$ cat src/acrm_regs.svh
// Functional notes
// - One channel per run, software-started.
// - Run lasts a fixed per-channel time.
// - Certainty exposed per channel after run.
// - Certainty in ppm, smaller is better.
// - Constant in amperes or volts per code.
// - Turbo four times faster; low power slower.
// - Warning flags share one status register.
// - Invalid setting raises configuration error.
// - Undetected calibration signal raises absent flag.
// - Enabled beyond 600 s raises timeout.
// - Mid-run shift raises flag, certainty above 50000.
`ifndef ACRM_REGS_SVH
`define ACRM_REGS_SVH
// ------------------------------------------------------------
// Configuration word layout
// ------------------------------------------------------------
`define ACRM_CFG_EN_BIT      0
`define ACRM_CFG_CH_LSB      1
`define ACRM_CFG_MODE_LSB    3
`define ACRM_CFG_RESET       5'h00
// ------------------------------------------------------------
// Warning status bits
// ------------------------------------------------------------
`define ACRM_FLAG_CONFERR    0
`define ACRM_FLAG_ABSENT     1
`define ACRM_FLAG_TIMEOUT    2
`define ACRM_FLAG_SHIFT      3
`define ACRM_FLAGS_RESET     4'h0
// ------------------------------------------------------------
// Timing and limits
// ------------------------------------------------------------
`define ACRM_CLK_HZ          40000000
`define ACRM_TIMEOUT_SEC     600
`define ACRM_TURBO_SHIFT     2
`define ACRM_LOW_SHIFT       1
`define ACRM_ESTIMATE_CERTAINTY_LIMIT_PPM  32'h0000C350
`define ACRM_ESTIMATE_CERTAINTY_SHIFT_PPM  32'h0000C351
`endif

$ cat src/dummy_end_marker_not_used.sv
`timescale 1ns/1ps
$ cat src/acrm_pkg.sv
package acrm_pkg;
    typedef enum logic [1:0] {
        ACRM_IDLE = 2'h0,
        ACRM_RUN  = 2'h1,
        ACRM_DONE = 2'h3
    } acrm_fsm_t;

    typedef enum logic [1:0] {
        ACRM_CH_SHUNT = 2'h0,
        ACRM_CH_XFMR  = 2'h1,
        ACRM_CH_VOLT  = 2'h2
    } acrm_chan_t;

    typedef enum logic [1:0] {
        ACRM_MODE_NORMAL = 2'h0,
        ACRM_MODE_TURBO  = 2'h1,
        ACRM_MODE_LOW    = 2'h2
    } acrm_mode_t;

    typedef struct packed {
        acrm_fsm_t        fsm;
        logic [1:0]       ch;
        logic [1:0]       mode;
        logic             run_en;
        logic [31:0]      pre;
        logic [15:0]      sec;
        logic [15:0]      run_len;
        logic [15:0]      en_sec;
        logic             seen;
        logic             shifted;
        logic             done;
        logic [3:0]       flags;
        logic [2:0][31:0] cc;
        logic [2:0][31:0] estimate_certainty;
    } acrm_state_t;
endpackage

$ cat src/acrm_top.sv
`timescale 1ns/1ps
`include "acrm_regs.svh"
module acrm_top #(
    parameter int unsigned SEC_CYCLES    = `ACRM_CLK_HZ,
    parameter int unsigned RUN_SEC_SHUNT = 64,
    parameter int unsigned RUN_SEC_XFMR  = 64,
    parameter int unsigned RUN_SEC_VOLT  = 64,
    parameter int unsigned ABSENT_SEC    = 8
) (
    input  wire logic        clk,
    input  wire logic        rst_n,
    input  wire logic        clk_en,
    input  wire logic [4:0]  calib_run_config,
    input  wire logic        calib_config_write,
    input  wire logic        calib_warning_clear,
    input  wire logic [3:0]  calib_warning_clear_mask,
    input  wire logic [31:0] est_conversion_constant,
    input  wire logic [31:0] est_certainty,
    input  wire logic        est_signal_seen,
    input  wire logic        est_constant_shift,
    output logic [3:0]       calib_warning_status,
    output logic             run_busy,
    output logic             run_done,
    output logic [31:0]      shunt_conversion_constant,
    output logic [31:0]      xfmr_conversion_constant,
    output logic [31:0]      volt_conversion_constant,
    output logic [31:0]      shunt_estimate_certainty,
    output logic [31:0]      xfmr_estimate_certainty,
    output logic [31:0]      volt_estimate_certainty
);
    localparam logic [31:0] SEC_M1  = 32'(SEC_CYCLES - 1);
    localparam logic [15:0] TMO_SEC = 16'(`ACRM_TIMEOUT_SEC);
    localparam logic [15:0] ABS_SEC = 16'(ABSENT_SEC);

    acrm_pkg::acrm_state_t st;
    acrm_pkg::acrm_state_t next_st;

    logic       cfg_en;
    logic [1:0] cfg_ch;
    logic [1:0] cfg_mode;
    logic       cfg_bad;
    logic       tick;
    logic [15:0] next_len;

    assign cfg_en   = calib_run_config[`ACRM_CFG_EN_BIT];
    assign cfg_ch   = calib_run_config[`ACRM_CFG_CH_LSB +: 2];
    assign cfg_mode = calib_run_config[`ACRM_CFG_MODE_LSB +: 2];
    assign tick     = clk_en && (st.pre == SEC_M1);

    // ------------------------------------------------------------
    // Setting check and run length
    // ------------------------------------------------------------
    always_comb begin
        // Only current channels have power modes
        cfg_bad = (cfg_ch == 2'h3) || (cfg_mode == 2'h3) ||
                  ((cfg_ch == acrm_pkg::ACRM_CH_VOLT) &&
                   (cfg_mode != acrm_pkg::ACRM_MODE_NORMAL));
        case (cfg_ch)
            acrm_pkg::ACRM_CH_SHUNT: next_len = 16'(RUN_SEC_SHUNT);
            acrm_pkg::ACRM_CH_XFMR:  next_len = 16'(RUN_SEC_XFMR);
            default:                 next_len = 16'(RUN_SEC_VOLT);
        endcase
        case (cfg_mode)
            acrm_pkg::ACRM_MODE_TURBO: next_len = next_len >> `ACRM_TURBO_SHIFT;
            acrm_pkg::ACRM_MODE_LOW:   next_len = next_len << `ACRM_LOW_SHIFT;
            default:                   next_len = next_len;
        endcase
        if (next_len == 16'h0000) begin
            next_len = 16'h0001;
        end
    end

    // ------------------------------------------------------------
    // Sequencer
    // ------------------------------------------------------------
    always_comb begin
        next_st = st;
        if (clk_en) begin
            next_st.pre = tick ? 32'h0 : st.pre + 32'h1;
            // Clear first so that a set in the same cycle wins
            if (calib_warning_clear) begin
                next_st.flags = st.flags & ~calib_warning_clear_mask;
            end
            if (st.run_en && tick && (st.en_sec <= TMO_SEC)) begin
                next_st.en_sec = st.en_sec + 16'h1;
                if (st.en_sec == TMO_SEC) begin
                    next_st.flags[`ACRM_FLAG_TIMEOUT] = 1'b1;
                end
            end
            case (st.fsm)
                acrm_pkg::ACRM_IDLE, acrm_pkg::ACRM_DONE: begin
                    if (calib_config_write && cfg_en) begin
                        if (cfg_bad) begin
                            next_st.flags[`ACRM_FLAG_CONFERR] = 1'b1;
                        end else begin
                            next_st.fsm     = acrm_pkg::ACRM_RUN;
                            next_st.ch      = cfg_ch;
                            next_st.mode    = cfg_mode;
                            next_st.run_len = next_len;
                            next_st.sec     = 16'h0;
                            next_st.en_sec  = 16'h0;
                            next_st.pre     = 32'h0;
                            next_st.run_en  = 1'b1;
                            next_st.seen    = 1'b0;
                            next_st.shifted = 1'b0;
                            next_st.done    = 1'b0;
                        end
                    end else if (calib_config_write) begin
                        // Disable write; timeout stops counting here
                        next_st.run_en = 1'b0;
                        next_st.fsm    = acrm_pkg::ACRM_IDLE;
                        next_st.done   = 1'b0;
                    end
                end
                acrm_pkg::ACRM_RUN: begin
                    if (est_signal_seen) begin
                        next_st.seen = 1'b1;
                    end
                    if (est_constant_shift) begin
                        next_st.shifted = 1'b1;
                        next_st.flags[`ACRM_FLAG_SHIFT] = 1'b1;
                    end
                    if (calib_config_write && !cfg_en) begin
                        next_st.fsm    = acrm_pkg::ACRM_IDLE;
                        next_st.run_en = 1'b0;
                    end else if (calib_config_write) begin
                        // A second run cannot overlap the first
                        next_st.flags[`ACRM_FLAG_CONFERR] = 1'b1;
                    end else if (tick) begin
                        next_st.sec = st.sec + 16'h1;
                        if (!next_st.seen && (st.sec + 16'h1 == ABS_SEC)) begin
                            next_st.flags[`ACRM_FLAG_ABSENT] = 1'b1;
                            next_st.fsm = acrm_pkg::ACRM_IDLE;
                        end else if (st.sec + 16'h1 == st.run_len) begin
                            next_st.fsm  = acrm_pkg::ACRM_DONE;
                            next_st.done = 1'b1;
                            // Units follow the channel: A/code or V/code
                            next_st.cc[st.ch] = est_conversion_constant;
                            if (next_st.shifted &&
                                (est_certainty <= `ACRM_ESTIMATE_CERTAINTY_LIMIT_PPM)) begin
                                next_st.estimate_certainty[st.ch] = `ACRM_ESTIMATE_CERTAINTY_SHIFT_PPM;
                            end else begin
                                next_st.estimate_certainty[st.ch] = est_certainty;
                            end
                        end
                    end
                end
                default: begin
                    next_st.fsm = acrm_pkg::ACRM_IDLE;
                end
            endcase
        end
    end

    always_ff @(posedge clk or negedge rst_n) begin
        if (!rst_n) begin
            st         <= '0;
            st.fsm     <= acrm_pkg::ACRM_IDLE;
            st.flags   <= `ACRM_FLAGS_RESET;
        end else begin
            st <= next_st;
        end
    end

    // ------------------------------------------------------------
    // Outputs
    // ------------------------------------------------------------
    assign calib_warning_status      = st.flags;
    assign run_busy                  = (st.fsm == acrm_pkg::ACRM_RUN);
    assign run_done                  = st.done;
    assign shunt_conversion_constant = st.cc[0];
    assign xfmr_conversion_constant  = st.cc[1];
    assign volt_conversion_constant  = st.cc[2];
    assign shunt_estimate_certainty  = st.estimate_certainty[0];
    assign xfmr_estimate_certainty   = st.estimate_certainty[1];
    assign volt_estimate_certainty   = st.estimate_certainty[2];
endmodule

$ cat config.mk
export PLATFORM = sky130hd
export DESIGN_NAME = acrm_top
export DESIGN_NICKNAME = d
export VERILOG_FILES = /design/src/dummy_end_marker_not_used.sv /design/src/acrm_pkg.sv /design/src/acrm_top.sv
export VERILOG_INCLUDE_DIRS = /design/src
export SDC_FILE = /design/constraint.sdc
export NUM_CORES = 1
export LEC_CHECK = 0
export BUFFER_PORTS_ARGS = -buffer_cell sky130_fd_sc_hd__buf_2
export CAP_MARGIN = 20
export CORE_UTILIZATION = 55
export DETAILED_ROUTE_END_ITERATION = 8
export PLACE_DENSITY = 0.8
export SLEW_MARGIN = 20
export SYNTH_ARGS = -nofsm -noshare
export SYNTH_HDL_FRONTEND = slang
export SYNTH_SLANG_ARGS = --single-unit
$ cat constraint.sdc
create_clock -name clk -period 3.78 [get_ports clk]
set_input_delay 0.756 -clock clk [delete_from_list [all_inputs] [get_ports clk]]
set_output_delay 0.756 -clock clk [all_outputs]
set_load 0.03 [all_outputs]
; ---- Word-level counts from Yosys, hierarchy flattened
; Index checks and enable logic that the tools add are counted.
; Widths: inputs -> output; s select.
[word_totals]
elab_cells = 143
inputBits = 80
ff_bits = 278
out_inout_bits = 198
[classes]
mux = 60
n_bitwise = 9
n_lt_le_gt_ge = 4
n_eq_ne = 24
reduce_logical = 25
addsub = 3
[ops]
columns = op, n
row1 = $mux 192, 4
row2 = $mux 194, 1
row3 = $bwmux 96, 2
row4 = $mux 32, 3
row5 = $mux 96, 1
row6 = $mux 90, 1
row7 = $mux 82, 1
row8 = $mux 16, 5
row9 = $and 75x75->75, 1
row10 = $not 75->75, 1
row11 = $demux 32 s2, 1
row12 = $add 16x1->16 const B, 2
row13 = $add 32x1->32 const B, 1
row14 = $eq 32x26->1 const B, 1
row15 = $le 32x16->1 const B, 1
row16 = $pmux 16 s2, 1
row17 = $mux 1, 26
row18 = $or 21x21->21, 1
row19 = $eq 16x10->1 const B, 1
row20 = $eq 16x4->1 const B, 1
row21 = $eq 16x8->1, 1
row22 = $le 16x10->1 const B, 1
row23 = $logic_not 16->1, 1
row24 = $pmux 8 s2, 1
row25 = 30 further kinds, 65

; ---- Logic depth before layout (Yosys ltp)
; Gate-level depths: netlist of the first run.
[depth]
ltp_word = 13
depth_mapped = 11
mapped_depth_nobuf = 9

; ---- Least setup slack after synthesis of the first run
; OpenSTA, ideal clock, no wires.
[synth_timing]
kind = input-to-reg
from = input clk_en
to = register (tool-made name)
stages = 11
arrival_ns = 3.284
required_ns = 3.655
setup_slack_ns = 0.370
path_cell_list = clkbuf_1 -> and3_1 -> nand3_1 -> or4_1 -> clkbuf_1 -> or3_4 -> nor4_4 -> nand3b_1 -> buf_2 -> buf_6 -> mux2_4
[synth_rtl]
columns = item, line_no
row1 = start: declaration, acrm_top.sv:12  ; input wire logic clk_en,

==> results of run 1 <==
-- placed cells by master (no fill, tap or decap), drive strengths merged, types with 3 or more instances in the layout --
| master | n |
|---|---|
| and3 | 11 |
| dfrtp | 272 |
| nand4 | 20 |
| nand3 | 24 |
| nor3 | 7 |
| o21a | 4 |
| clkbuf | 43 |
| buf | 294 |
| o21ai | 30 |
| a31oi | 8 |
| and4 | 5 |
| or4 | 5 |
| o31ai | 10 |
| mux2 | 195 |
| nand2b | 11 |
| nor3b | 3 |
| nand3b | 4 |
| inv | 16 |
| or3 | 7 |
| a21oi | 13 |
| clkinv | 6 |
| nor4 | 10 |
| xnor2 | 18 |
| ha | 11 |
| nor2 | 71 |
| and2 | 23 |
| xor2 | 28 |
| nand2 | 63 |
-- per-stage QoR --
| step | power (mW) | cells | cell area [um2] | util |
|---|---|---|---|---|
| finish | 6.61 | 1560 | 14700 | 0.620 |
| global route | 6.90 | 1560 | 14700 | 0.620 |
| CTS | 6.68 | 1560 | 14700 | 0.620 |
| detailed placement | 3.77 | 1507 | 13700 | 0.578 |
| global placement | 3.75 | 1507 | 13700 | 0.578 |
| floorplan | 3.52 | 1132 | 13500 | - |
-- final cells by class --
type,instances,share of cell area
inverter,15,0.00382
clock buffer,43,0.0584
tap,319,0.0271
multi-input combinational,607,0.331
sequential,272,0.462
clock inverter,10,0.00917
timing repair buffer,294,0.109
-- final timing paths --
check	from	cells past startpoint	end
worst max register to register	st[262]$_DFFE_PN0P_	8	flip-flop
worst min register to register	flip-flop	1	flip-flop
worst min-delay path	rst_n	1	async pin
worst max-delay path	st[262]$_DFFE_PN0P_	8	flip-flop
min in group clk	est_conversion_constant[13]	2	flip-flop
max in group asynchronous	rst_n	2	calib_warning_status[3]$_DFFE_PN0P_
-- logic make-up after synthesis --
| kind of cell | Yosys count | share of synthesized area |
|---|---|---|
| xor+xnor | 47 | 0.0316 |
| fa+ha+maj | 11 | 0.0102 |
| mux | 196 | 0.178 |
| flops | 272 | 0.506 |
| compound gates | 83 | 0.0395 |
| buf+inv | 253 | 0.133 |
| simple gates | 270 | 0.102 |
-- power by group --
group	total, mW	internal (mW)	switching [mW]
sequential	3.09	3.00	0.0916
combinational	0.634	0.232	0.402
clock	2.89	1.72	1.17
-- layer usage --
layer / routed length, um / up-vias / GRT usage
met5: 8 / - / 0
met1: 11800 / 4227 / 0.282
li1: - / 3886 / -
met2: 14400 / 262 / 0.387
met4: 530 / 2 / 0.0513
met3: 1780 / 42 / 0.0479
==> flow_metrics.env, run 1 <==
export IMPL_syn_avg_cell_area_um2=11.9
export IMPL_finalCritPeriodShare=0.918
export IMPL_drc_errors=0
export IMPL_cp_required_ps=4220
export IMPL_r2r_slack_ps=310
export IMPL_wl_um=28500
export IMPL_gp_congestion=0.881
export IMPL_netlist_instances=1132
export IMPL_cp_start_kind="flip-flop"
export IMPL_seq_area_mm2=0.00681
export IMPL_synth_most_common_cell="dfrtp_1"
export IMPL_ant_nets=0
export IMPL_fin_ws_ps=308
export IMPL_crit_arrival_ps=3910
export IMPL_path_max_fanout=63
export IMPL_timing_hold_violations_final=0
export IMPL_vias_per_cell=5.40
export IMPL_crit_buf_inv=1
export IMPL_drtIter0Drc=589
export IMPL_dieArea_mm2=0.0251
export IMPL_synth_seq_cells=272
export IMPL_worst_setup_path_end_kind="flip-flop"
export IMPL_ys_seq_area_frac=0.506
export IMPL_htree_levels=1
export IMPL_ctsHoldBuffers=0
export IMPL_synthesis_nets=1223
export IMPL_rows=56
export IMPL_diodes=0
export IMPL_min_period_ps=3470
export IMPL_vias=8419
export IMPL_cts_buffers=30
export IMPL_post_route_cells_drive_above_1_share=0.381
export IMPL_cts_resized=0
export IMPL_critPathMaxStageDelay_ps=560
export IMPL_rsz0062_at_grt="no"
export IMPL_wire_per_inst_um=18.2
export IMPL_ys_warn_count=0
export IMPL_clk_pin_slew_ps=60
export IMPL_clk_latency_ps=560
export IMPL_slew_headroom=0.457
export IMPL_outcome="finished, final reports clean"
export IMPL_n_fill_cell=1800
export IMPL_final_nets=1311
export IMPL_syn_to_final_growth_pct=9.46
export IMPL_place_ws_ps=292
export IMPL_chipWidth_um=158
export IMPL_grt_pass1_vias=8279
export IMPL_fin_skew_ps=22.5
export IMPL_clk_path_buf_depth=3
export IMPL_fmax_ghz=0.288
export IMPL_leakage_nw=8.18
export IMPL_grt_max_degree=108
export IMPL_setup_viol=0
export IMPL_synth_area_leaders="dfrtp_1, buf_4, mux2_2"
export IMPL_grt_overflow=0
export IMPL_coreArea_mm2=0.0238
export IMPL_tns_ps=0
export IMPL_ir_worst_vdd_mv=0.363
export IMPL_portBuffers=277
export IMPL_tritoncts="built"
export IMPL_root_buffer="clkbuf_16"
export IMPL_io_pins=278
export IMPL_slew_viol_final=0
export IMPL_hold_path_class="in2async"
export IMPL_path_delay_family="simple AND/OR/NAND/NOR gates"
export IMPL_crit_type="reg2reg"
export IMPL_synth_cell_type_count=55
export IMPL_synth_top_cells_by_count="dfrtp_1, buf_4, mux2_2"
export IMPL_synth_flop_cell="dfrtp_1"
export IMPL_post_synth_top_area_fraction=0.506
export IMPL_die_h_um=158
export IMPL_power_density_mw_per_mm2=449
export IMPL_postSynth_asyncResetShare=1.00
export IMPL_yosys_area_top_type="dfrtp_1"
export IMPL_worstMarginPinSlew_ps=815
export IMPL_cp_slowest_cell="or4_1"
export IMPL_max_cap_violations=0
export IMPL_synth_area_mm2=0.0135
export IMPL_worstPathCellList="or4b_1, or3_1, or4_1, or3_4, nor4_4, nand3b_1, buf_12, mux2_1"
export IMPL_cts_sinks=272
export IMPL_synth_edf_count=0
export IMPL_post_cts_setup_buffers=0
export IMPL_initial_core_util=0.567
export IMPL_grt_pass1_wl_um=44000
export IMPL_grt_use_total=0.222
export IMPL_multi_input_area_mm2=0.00487
export IMPL_antenna_found_initial=1
export IMPL_drtPass1Iterations=5
export IMPL_hold_ws_ps=237
export IMPL_hpwl_um=19300
(Power assumes the default switching activity.)
==> run 2, diff against run 1 <==
- clock period: 3.78 -> 3.4 ns (I/O delays scaled with it)
==> flow_metrics.env, run 2 (synthesized netlist as in run 1, its figures left out) <==
export IMPL_power_density_mw_per_mm2=484
export IMPL_final_nets=1343
export IMPL_io_pins=278
export IMPL_crit_buf_inv=2
export IMPL_tritoncts="built"
export IMPL_portBuffers=277
export IMPL_hold_ws_ps=143
export IMPL_r2r_slack_ps=10
export IMPL_vias_per_cell=5.46
export IMPL_tns_ps=0
export IMPL_cp_start_kind="flip-flop"
export IMPL_hpwl_um=19600
export IMPL_htree_levels=1
export IMPL_cts_sinks=272
export IMPL_layout_common_cells="buf_2, dfrtp_1, mux2_2, nor2_1, mux2_4"
export IMPL_final_common_cell="buf_2"
export IMPL_diodes=0
export IMPL_clk_pin_slew_ps=60
export IMPL_gp_congestion=0.874
export IMPL_wl_um=31500
export IMPL_root_buffer="clkbuf_16"
export IMPL_grt_pass1_vias=8587
export IMPL_path_max_fanout=32
export IMPL_finalCritPeriodShare=0.997
export IMPL_clk_latency_ps=530
export IMPL_ant_nets=0
export IMPL_drc_errors=0
export IMPL_worst_setup_path_end_kind="flip-flop"
export IMPL_crit_arrival_ps=3790
export IMPL_grt_overflow=0
export IMPL_crit_type="reg2reg"
export IMPL_grt_pass1_wl_um=45300
export IMPL_leakage_nw=8.47
export IMPL_cts_buffers=29
export IMPL_rows=56
export IMPL_slew_viol_final=0
export IMPL_min_period_ps=3390
export IMPL_crit_start="st[260]$_DFFE_PN0P_"
export IMPL_cp_required_ps=3800
export IMPL_rsz0062_at_grt="yes"
export IMPL_grt_use_total=0.229
export IMPL_outcome="finished, final reports clean"
export IMPL_fmax_ghz=0.295
export IMPL_chipWidth_um=158
export IMPL_fin_skew_ps=9.88
export IMPL_die_h_um=158
export IMPL_worstPathCellList="or4b_1, or3_4, or4_4, or3_4, nor4_4, buf_4, nand3b_1, clkbuf_16, mux2_1"
export IMPL_drtIter0Drc=628
export IMPL_coreArea_mm2=0.0238
export IMPL_cpMostUsedCell="or3_4"
export IMPL_slew_headroom=0.513
export IMPL_grt_max_degree=91
export IMPL_drtPass1Iterations=5
export IMPL_worstMarginPinSlew_ps=731
export IMPL_syn_to_final_growth_pct=13.1
export IMPL_clk_path_buf_depth=3
export IMPL_rr_startpoint="st[260]$_DFFE_PN0P_"
export IMPL_post_route_cells_drive_above_1_share=0.414
export IMPL_critPathMaxStageDelay_ps=530
export IMPL_ir_worst_vdd_mv=0.425
export IMPL_antenna_found_initial=0
export IMPL_hold_path_class="in2async"
export IMPL_cp_slowest_cell="or4_4"
export IMPL_vias=8680
export IMPL_n_fill_cell=1785
export IMPL_path_delay_family="simple AND/OR/NAND/NOR gates"
export IMPL_crit_cells=9
export IMPL_timing_hold_violations_final=0
export IMPL_dieArea_mm2=0.0251
export IMPL_r2r_cells=9
export IMPL_initial_core_util=0.567
export IMPL_setup_viol=0
export IMPL_wire_per_inst_um=19.8
export IMPL_max_cap_violations=0
export IMPL_ctsHoldBuffers=0
run 2: cell count changes in the layout (fill, tap and decap cells not counted), sizes merged:
cell | previous run | this run
clkinvlp | 1 | 3
clkinv | 6 | 5
buf | 294 | 320
clkbuf | 43 | 46
bufinv | 2 | 3
run 2: stage by stage:
step / power [mW] / util / std cells / setup WS, ps / cell area, um2
after global placement: 4.18 / 0.581 / 1516 / 139 / 13800
final: 7.37 / 0.641 / 1591 / 9.95 / 15200
after detailed placement: 4.19 / 0.581 / 1516 / -23.1 / 13800
after global routing: 7.65 / 0.641 / 1591 / -141 / 15200
after floorplan: 3.91 / - / 1132 / 66.5 / 13500
after CTS: 7.41 / 0.625 / 1572 / -6.26 / 14800
run 2: power breakdown:
group	leakage (nW)	internal, mW	switching [mW]
logic	4.21	0.265	0.467
clock network	0.478	1.94	1.27
registers	3.78	3.34	0.0858
total	8.47	5.54	1.82
run 2: how the worst min path moves through the flow:
| stage | from | to | slack (ps) |
|---|---|---|---|
| 2_1_floorplan | rst_n | async pin | 380 |
| 3_3_place_gp | flip-flop | flip-flop | 470 |
| 3_5_place_dp | st[210]$_DFFE_PN0P_ | st[210]$_DFFE_PN0P_ | 470 |
| 4_1_cts | rst_n | async pin | 200 |
| 5_1_grt | rst_n | async pin | 220 |
| 6_report | rst_n | async pin | 140 |
run 2: layout make-up:
cell class	instances	area (um2)	area share
Clock buffer	39	833	0.0547
Multi-Input combinational cell	607	4950	0.325
Inverter	15	56.3	0.00370
Timing Repair Buffer	327	2030	0.133
Sequential cell	272	6810	0.447
Tap cell	319	399	0.0262
Clock inverter	12	146	0.00961
run 2: layer usage:
| layer | part of all wire | vias up | global-route usage |
|---|---|---|---|
| met5 | 0 | - | 0 |
| met1 | 0.42 | 4396 | 0.288 |
| met4 | 0.023 | 0 | 0.0682 |
| met3 | 0.064 | 53 | 0.0427 |
| li1 | - | 3937 | - |
| met2 | 0.49 | 294 | 0.398 |
run 2: timing repair:
item                                    in CTS  in global routing
buffers inserted                             4                  8
endpoints found under the setup margin      20                191
gates cloned                                 1                 12
resized for setup                            2                 37
pin swaps                                    0                  0
==> run 3, diff against run 2 <==
- CORE_UTILIZATION: 55 -> 50
- PLACE_DENSITY: 0.8 -> 0.77
- clock period: 3.4 -> 3.05 ns (I/O delays scaled with it)
==> flow_metrics.env, run 3 (synthesized netlist as in run 1, its figures left out) <==
export IMPL_outcome="complete, but fails checks"
export IMPL_failed_checks="DRC, setup timing"
export IMPL_grt_pass1_wl_um=47100
export IMPL_rsz0062_at_grt="yes"
export IMPL_portBuffers=277
export IMPL_grt_max_degree=73
export IMPL_worstMarginPinSlew_ps=611
export IMPL_root_buffer="clkbuf_16"
export IMPL_cts_sinks=272
export IMPL_cp_start_kind="flip-flop"
export IMPL_antenna_found_initial=1
export IMPL_grt_use_total=0.211
export IMPL_rows=59
export IMPL_power_mw=8.50
export IMPL_drtIter0Drc=681
export IMPL_final_nets=1366
export IMPL_drc_errors=64
export IMPL_slew_viol_final=0
export IMPL_path_max_fanout=8
export IMPL_chipWidth_um=166
export IMPL_drtPass1Iterations=7
export IMPL_critPathMaxStageDelay_ps=520
export IMPL_post_route_cells_drive_above_1_share=0.460
export IMPL_final_common_cell="buf_2"
export IMPL_fmax_ghz=0.302
export IMPL_max_cap_violations=0
export IMPL_wl_um=32500
export IMPL_grt_overflow=0
export IMPL_gp_congestion=0.875
export IMPL_leakage_nw=8.81
export IMPL_io_pins=278
export IMPL_worstPathCellList="or4b_1, or3_4, or4_4, or3_4, nor4_4, nand3b_1, buf_6, buf_6, buf_12, mux2_4"
export IMPL_hpwl_um=20300
export IMPL_initial_core_util=0.514
export IMPL_coreArea_mm2=0.0262
export IMPL_crit_type="reg2reg"
export IMPL_ant_nets=0
export IMPL_grt_pass1_vias=8629
export IMPL_crit_buf_inv=3
export IMPL_cp_slowest_cell="or4b_1"
export IMPL_ir_worst_vdd_mv=0.667
export IMPL_dieArea_mm2=0.0276
export IMPL_clk_pin_slew_ps=60
export IMPL_timing_hold_violations_final=0
export IMPL_path_delay_family="simple AND/OR/NAND/NOR gates"
export IMPL_crit_arrival_ps=3730
export IMPL_vias=8848
export IMPL_fin_ws_ps=-261
export IMPL_syn_to_final_growth_pct=17.6
export IMPL_finalCritPeriodShare=1.09
export IMPL_clk_path_buf_depth=3
export IMPL_worst_setup_path_end_kind="flip-flop"
export IMPL_layout_common_cells="buf_2, dfrtp_1, mux2_4, mux2_2, nor2_1"
export IMPL_slew_headroom=0.591
export IMPL_tritoncts="built"
export IMPL_hold_path_class="in2async"
export IMPL_die_h_um=166
export IMPL_cp_required_ps=3470
export IMPL_vias_per_cell=5.41
export IMPL_setup_viol=192
export IMPL_place_ws_ps=-193
export IMPL_cts_buffers=29
export IMPL_clk_latency_ps=550
export IMPL_ctsHoldBuffers=0
export IMPL_power_density_mw_per_mm2=537
export IMPL_fin_skew_ps=14.5
export IMPL_htree_levels=1
export IMPL_min_period_ps=3310
export IMPL_wire_per_inst_um=19.9
run 3: metal layers:
metal	GRT usage	vias up	part of all wire	wire length, um
li1	-	3991	-	-
met1	0.277	4464	0.43	14100
met2	0.359	328	0.49	15800
met3	0.0367	65	0.053	1720
met4	0.0630	0	0.027	890
met5	0	-	0	0
run 3: path summary, 6_finish.rpt:
| kind | start | endpoint | slack (ps) | cells after the start |
|---|---|---|---|---|
| worst max-delay path | st[260]$_DFFE_PN0P_ | flip-flop | -260 | 10 |
| worst min-delay path | rst_n | async pin | 30 | 1 |
| worst max register to register | st[260]$_DFFE_PN0P_ | flip-flop | -260 | 10 |
| worst min register to register | flip-flop | flip-flop | 490 | 1 |
| max in group asynchronous | rst_n | async pin | 2210 | 2 |
| min in group clk | est_conversion_constant[27] | flip-flop | 310 | 2 |
run 3: cell type report:
class                      count  area (um2)
antenna                        1        2.50
inverter                      15        56.3
timing repair buffer         349        2330
multi-input combinational    608        5150
fill                        2003       10400
tap                          335         419
sequential                   272        6810
clock inverter                17         226
clock buffer                  37         826
run 3: worst reg2reg max path, stage by stage, from the launching register on:
cell and delay [ps]:
dfrtp_1 380, or4b_1 520, or3_4 340, or4_4 520, or3_4 360, nor4_4 180
nand3b_1 130, buf_6 180, buf_6 130, buf_12 140, mux2_4 300
run 3: where the power goes:
| group | leakage, nW | internal (mW) | switching [mW] |
|---|---|---|---|
| logic | 4.51 | 0.321 | 0.553 |
| clock network | 0.520 | 2.34 | 1.47 |
| registers | 3.78 | 3.72 | 0.101 |
run 3: metrics by stage:
stage | util | cells | hold slack, ps | cell area (um2) | setup TNS (ps)
floorplan | - | 1132 | 314 | 13600 | -22650
global placement | 0.538 | 1559 | 469 | 14100 | -19700
detailed placement | 0.538 | 1559 | 475 | 14100 | -24360
CTS | 0.582 | 1616 | 31.1 | 15300 | -27910
global route | 0.604 | 1633 | 62.4 | 15800 | -64390
finish | 0.604 | 1634 | 26.9 | 15800 | -38920
run 3: what timing repair did:
action,4_1_cts,5_1_grt
gates cloned,3,13
buffers inserted,1,5
setup endpoints to repair,192,197
endpoints found under the hold margin,0,0
gates resized for setup,11,76
pin swaps,0,2
